### config.mk
export PLATFORM = sky130hd
export DESIGN_NAME = wake_frame_id_filter_regs
export DESIGN_NICKNAME = d
export VERILOG_FILES = /design/src/wake_filter_pkg.sv /design/src/wake_frame_id_filter_regs.sv /design/src/wake_id_matcher.sv
export SDC_FILE = /design/constraint.sdc
export NUM_CORES = 1
export LEC_CHECK = 0
export ABC_AREA = 1
export BUFFER_PORTS_ARGS = -buffer_cell sky130_fd_sc_hd__buf_4
export CAP_MARGIN = 10
export CORE_MARGIN = 2
export CORE_UTILIZATION = 40
export DETAILED_ROUTE_END_ITERATION = 7
export GPL_TIMING_DRIVEN = 0
export PLACE_DENSITY_LB_ADDON = 0.3
export SLEW_MARGIN = 30
export SYNTH_ARGS = -nofsm -noshare
export SYNTH_HDL_FRONTEND = slang
export SYNTH_SLANG_ARGS = --single-unit
### constraint.sdc
create_clock -name clk_in -period 2.8 [get_ports clk_in]
set_input_delay 0.28 -clock clk_in [delete_from_list [all_inputs] [get_ports clk_in]]
set_output_delay 0.28 -clock clk_in [all_outputs]
set_load 0.005 [all_outputs]
### src/wake_filter_pkg.sv
// Summary of operation
// - identifier bits 12..5 and 4..0 packed; bit 7 zero
// - bit 1 selects data or remote frame
// - bit 0 selects standard or extended identifier
// - power-on or soft reset clears lower identifier
// - restart keeps fields, forces bit 7 zero
// - mask bits 15..0 enable compare of 28..13; standard frames use only mask bits 15..5 for 28..18
// - registers answer at their own 7-bit addresses
// - upper identifier register holds bits 28..13
// - host sets valid flag; device clears on changes
package wake_filter_pkg;

  localparam int REG_W = 16;
  localparam int ADDR_W = 7;
  localparam int ID_W = 29;

  // register addresses
  localparam logic [ADDR_W-1:0] ADDR_HIGH_ID = 7'h32;
  localparam logic [ADDR_W-1:0] ADDR_LOW_ID = 7'h33;
  localparam logic [ADDR_W-1:0] ADDR_HIGH_MASK = 7'h34;

  // lower identifier register layout
  localparam int LOW_ID_HI_MSB = 15;
  localparam int LOW_ID_HI_LSB = 8;
  localparam int LOW_RES_POS = 7;
  localparam int LOW_ID_LO_MSB = 6;
  localparam int LOW_ID_LO_LSB = 2;
  localparam int LOW_RTR_POS = 1;
  localparam int LOW_IDE_POS = 0;
  localparam logic [REG_W-1:0] LOW_WRITE_MASK = 16'hff7f;

  // reset values
  localparam logic [REG_W-1:0] REG_RESET = 16'h0000;
  localparam logic [REG_W-1:0] RDATA_IDLE = 16'h0000;

  // identifier split: low register holds 13 bits, standard frames use 28..18
  localparam int LOW_ID_BITS = 13;
  localparam int STD_ID_LSB = 18;
  localparam int STD_MASK_LSB = STD_ID_LSB - LOW_ID_BITS;
  localparam logic [LOW_ID_BITS-1:0] LOW_CARE_ALL = 13'h1fff;
  localparam logic [STD_ID_LSB-1:0] STD_CARE_NONE = 18'h00000;

  typedef struct packed {
    logic wr;
    logic rd;
    logic [ADDR_W-1:0] addr;
    logic [REG_W-1:0] wdata;
  } reg_req_t;

  typedef struct packed {
    logic valid;
    logic [ID_W-1:0] id;
    logic rtr;
    logic ide;
  } can_frame_t;

endpackage

### src/wake_frame_id_filter_regs.sv
`timescale 1ns/1ps
module wake_frame_id_filter_regs
  import wake_filter_pkg::*;
(
  input wire logic clk_in,
  input wire logic srst_in,
  input wire logic soft_reset_in,
  input wire logic restart_in,
  input wire reg_req_t reg_req_in,
  output logic [REG_W-1:0] reg_rdata_out,
  output logic reg_rvalid_out,
  input wire can_frame_t frame_in,
  input wire logic cfg_valid_set_in,
  input wire logic wake_event_in,
  output logic cfg_valid_out,
  output logic frame_match_out
);

  typedef struct packed {
    logic [REG_W-1:0] high_id;
    logic [REG_W-1:0] low_id;
    logic [REG_W-1:0] high_mask;
    logic cfg_valid;
    logic [REG_W-1:0] rdata;
    logic rvalid;
    logic match;
  } filt_state_t;

  filt_state_t state_r;
  filt_state_t state_nxt;
  logic id_match;

  // address decode shared by the valid-flag clear and the checks
  function automatic logic is_mapped(input logic [ADDR_W-1:0] addr);
    return (addr == ADDR_HIGH_ID) || (addr == ADDR_LOW_ID) ||
           (addr == ADDR_HIGH_MASK);
  endfunction

  wake_id_matcher u_matcher (
    .high_id_in(state_r.high_id),
    .low_id_in(state_r.low_id),
    .high_mask_in(state_r.high_mask),
    .frame_id_in(frame_in.id),
    .frame_rtr_in(frame_in.rtr),
    .frame_ide_in(frame_in.ide),
    .match_out(id_match)
  );

  // next state: resets, register writes, reads, valid flag, match
  always_comb begin
    state_nxt = state_r;
    state_nxt.rvalid = 1'b0;
    state_nxt.match = 1'b0;
    if (reg_req_in.wr) begin
      unique case (reg_req_in.addr)
        ADDR_HIGH_ID: state_nxt.high_id = reg_req_in.wdata;
        ADDR_LOW_ID: state_nxt.low_id = reg_req_in.wdata & LOW_WRITE_MASK;
        ADDR_HIGH_MASK: state_nxt.high_mask = reg_req_in.wdata;
        default: state_nxt.high_id = state_r.high_id;
      endcase
    end
    if (reg_req_in.rd) begin
      state_nxt.rvalid = 1'b1;
      unique case (reg_req_in.addr)
        ADDR_HIGH_ID: state_nxt.rdata = state_r.high_id;
        ADDR_LOW_ID: state_nxt.rdata = state_r.low_id & LOW_WRITE_MASK;
        ADDR_HIGH_MASK: state_nxt.rdata = state_r.high_mask;
        default: state_nxt.rdata = RDATA_IDLE;
      endcase
    end
    // cleared on wake or config change, host set wins
    if (wake_event_in || (reg_req_in.wr && is_mapped(reg_req_in.addr))) begin
      state_nxt.cfg_valid = 1'b0;
    end
    if (cfg_valid_set_in) begin
      state_nxt.cfg_valid = 1'b1;
    end
    // frame compared only while configuration is valid
    state_nxt.match = frame_in.valid && state_r.cfg_valid && id_match;
    // restart keeps fields and forces bit 7 low
    if (restart_in) begin
      state_nxt.low_id[LOW_RES_POS] = 1'b0;
    end
    // power-on or soft reset clears everything
    if (srst_in || soft_reset_in) begin
      state_nxt = '0;
      state_nxt.low_id = REG_RESET;
      state_nxt.high_id = REG_RESET;
      state_nxt.high_mask = REG_RESET;
      state_nxt.rdata = RDATA_IDLE;
    end
  end

  // state register
  always_ff @(posedge clk_in) begin
    state_r <= state_nxt;
  end

  // outputs straight from the state register
  assign reg_rdata_out = state_r.rdata;
  assign reg_rvalid_out = state_r.rvalid;
  assign cfg_valid_out = state_r.cfg_valid;
  assign frame_match_out = state_r.match;
endmodule

### src/wake_id_matcher.sv
`timescale 1ns/1ps
module wake_id_matcher
  import wake_filter_pkg::*;
(
  input wire logic [REG_W-1:0] high_id_in,
  input wire logic [REG_W-1:0] low_id_in,
  input wire logic [REG_W-1:0] high_mask_in,
  input wire logic [ID_W-1:0] frame_id_in,
  input wire logic frame_rtr_in,
  input wire logic frame_ide_in,
  output logic match_out
);

  logic [ID_W-1:0] expected_id;
  logic [ID_W-1:0] care;

  // expected identifier and the bits that take part in the compare
  always_comb begin
    expected_id = {high_id_in, low_id_in[LOW_ID_HI_MSB:LOW_ID_HI_LSB],
                   low_id_in[LOW_ID_LO_MSB:LOW_ID_LO_LSB]};
    // mask bit one includes the bit
    if (frame_ide_in) begin
      care = {high_mask_in, LOW_CARE_ALL};
    end else begin
      care = {high_mask_in[REG_W-1:STD_MASK_LSB], STD_CARE_NONE};
    end
    // identifier, type and format must agree
    match_out = (((frame_id_in ^ expected_id) & care) == '0) &&
                (frame_rtr_in == low_id_in[LOW_RTR_POS]) &&
                (frame_ide_in == low_id_in[LOW_IDE_POS]);
  end

endmodule

==> out/qor.csv <==
metric;value;unit
cts_root_buffer;clkbuf_8;
stdcell_count;736;
reg2reg_depth;9;
ir_worst_vdd;231.0;uV
preCtsSetupSlack;1.134;ns
layout_commonest_cell;nand2_1;
synth-async-reset-ratio;0;%
finalNetCount;686;
place_congestion;0.9302;
tns;0;ns
grt_use_total;23.97;%
drive_gt1_share;26.11;%
wl_per_cell;15.81;um
first_iter_violations;427;
final_cell_mix;141 x nand2_1, 96 x buf_4, 94 x nand3_1, 66 x dfxtp_1, 49 x inv_1;
synth_xor_area_share;1.926;%
grt_overflow;0;
numCtsBuffers;9;
hold_ws;0.1634;ns
rr_endpoint;frame_match_out;
grt_pass1_vias;3502;
crit-reg2reg-launch;state_r[53];
met3_usage;4.427;%
post-route-cell-area;0.004553;mm2
rsz0062_at_grt;no;
synth_area;0.003637;mm2
hp-start;cfg_valid_set_in;
hold_buffers;0;
cts_setup_buffers;0;
yosys_warnings;0;
setup.worst_path.start_class;primary input;
worst_slack;1.457;ns
placed_area;0.004358;mm2
coreArea;0.008763;mm2
cts_buffer_depth;2;
hpwl;8.530;mm
synth-seq-area-share;36.33;%
synth_compound_area_share;13.48;%
critical_path_arrival;1.56;ns
syn_to_final_growth;25.18;%
total_power;1.970;mW
diodes;0;
synth_adder_area_share;0;%
ys_ff_latch;66;
slew_headroom;55.93;%
finalWirelength;11.64;mm
cp_data_required_time;3.01;ns
maxCapViolations;0;
min_path_type;in -> reg;
cts_resized;0;
numPortBuffers;78;
p_per_area;432.7;mW/mm2
synth_area_per_cell;6.811;um2
die_y;99.36;um
worst_pin_slew;0.6611;ns
die_w;99.36;um
synth_cell_types;27;
dieArea;0.009871;mm2
endpoint_kind;flip-flop;
synth_simple_gate_area_share;34.92;%
grt_pass1_wl;18.23;mm
globalRouteMet1Util;33.55;%
hold_path_end;cfg_valid_out;
skew;0.006952;ns
fin_util;51.96;%
synth_edf_count;0;
path_clk_slew;0.08;ns
dr.pass1.iters;6;
num_rows;34;
hold_depth;3;
synth_top_family_by_area;simple AND/OR/NAND/NOR gates;
vias_per_cell;5.333;
setup_viol;0;
dp.cells;720;
clk_latency;0.35;ns
layout_worst_path_cycle_share;47.98;%
path_class;in -> reg;
max_freq;744.4;MHz
synthMuxAreaShare;0;%
syn-instance-count;534;
finalHoldViolCount;0;
period_minus_slack;1.343;ns
drc;0;
grt.met2_usage;38.05;%
grt_max_degree;12;
slew_violations;0;
ant_nets;0;
vias;3925;
r2r_slack;1.49;ns
p_leak;1.941;nW
ys_dominant_reg_cell;dfxtp_1;
syn-num-nets;597;
ios;82;
grt_antenna_before_repair;0;
status;completed;
cts.sinks;66;
cts_tree;built;
htreeDepth;3;
start_util;41.50;%
worst-path-max-fanout;10;
busiest_layer;met2;
-- critical path, stage by stage --
cell	delay, ns
buf_4	0.11
inv_1	0.06
nand2_2	0.08
nor2_4	0.21
nand2_2	0.11
inv_4	0.15
nand2_2	0.17
buf_2	0.25
nand2_1	0.09
a21oi_1	0.05
-- how the worst max path moves through the flow --
stage | to | cells past startpoint | start | slack (ns)
5_1_grt | frame_match_out | 9 | state_r[53] | 1.35
3_5_place_dp | state_r[29] | 10 | reg_req_in[16] | 1.13
2_1_floorplan | state_r[61] | 9 | reg_req_in[21] | 1.57
4_1_cts | frame_match_out | 9 | state_r[53] | 1.50
3_3_place_gp | state_r[25] | 10 | reg_req_in[17] | 1.14
6_report | state_r[32] | 10 | reg_req_in[16] | 1.46
-- cells by family (layout without fill, tap and decap cells) --
logic type / after synthesis / count (layout)
AO/OA/AOI/OAI: 76 / 76
XOR/XNOR: 8 / 8
AND/OR/NAND/NOR: 284 / 284
buffers and inverters: 100 / 194
flip-flops: 66 / 66
-- area by class of cell --
cell class / count / area [um2]
Buffer: 46 / 277.8
Clock buffer: 11 / 141.4
Clock inverter: 5 / 53.80
Fill cell: 872 / 4210
Inverter: 54 / 207.7
Multi-Input combinational cell: 368 / 1831
Sequential cell: 66 / 1321
Tap cell: 108 / 135.1
Timing Repair Buffer: 78 / 585.6
-- metal layers --
layer / part of all wire, % / up-vias
met5: 0 / -
met3: 9.4 / 29
met4: 2.3 / 0
met2: 45 / 231
li1: - / 1895
met1: 43 / 1770
-- synth_stat cells (5+ instances only) --
cell type	count	area (um2)
a211oi_1	8	60.06
a21oi_1	44	220.2
a21oi_2	12	105.1
buf_2	18	90.09
buf_4	18	135.1
clkbuf_1	8	30.03
dfxtp_1	66	1321
inv_1	49	183.9
nand2_1	141	529.3
nand2_2	5	31.28
nand3_1	94	470.5
nand4_1	9	56.30
nor2_1	25	93.84
o21bai_1	8	60.06
-- state kept, by name, summed over array words and instances, names as in the netlist --
| name | cells |
|---|---|
| cfg_valid_out | 1 |
| reg_rdata_out | 16 |
| frame_match_out | 1 |
| reg_rvalid_out | 1 |
| state_r | 47 |
-- report_power, final --
| group | switching, mW | internal [mW] | total [mW] |
|---|---|---|---|
| combinational | 0.117 | 0.0881 | 0.205 |
| sequential | 0.00136 | 0.940 | 0.941 |
| clock | 0.391 | 0.433 | 0.824 |
Note: power is estimated with default switching activity, not from simulation.
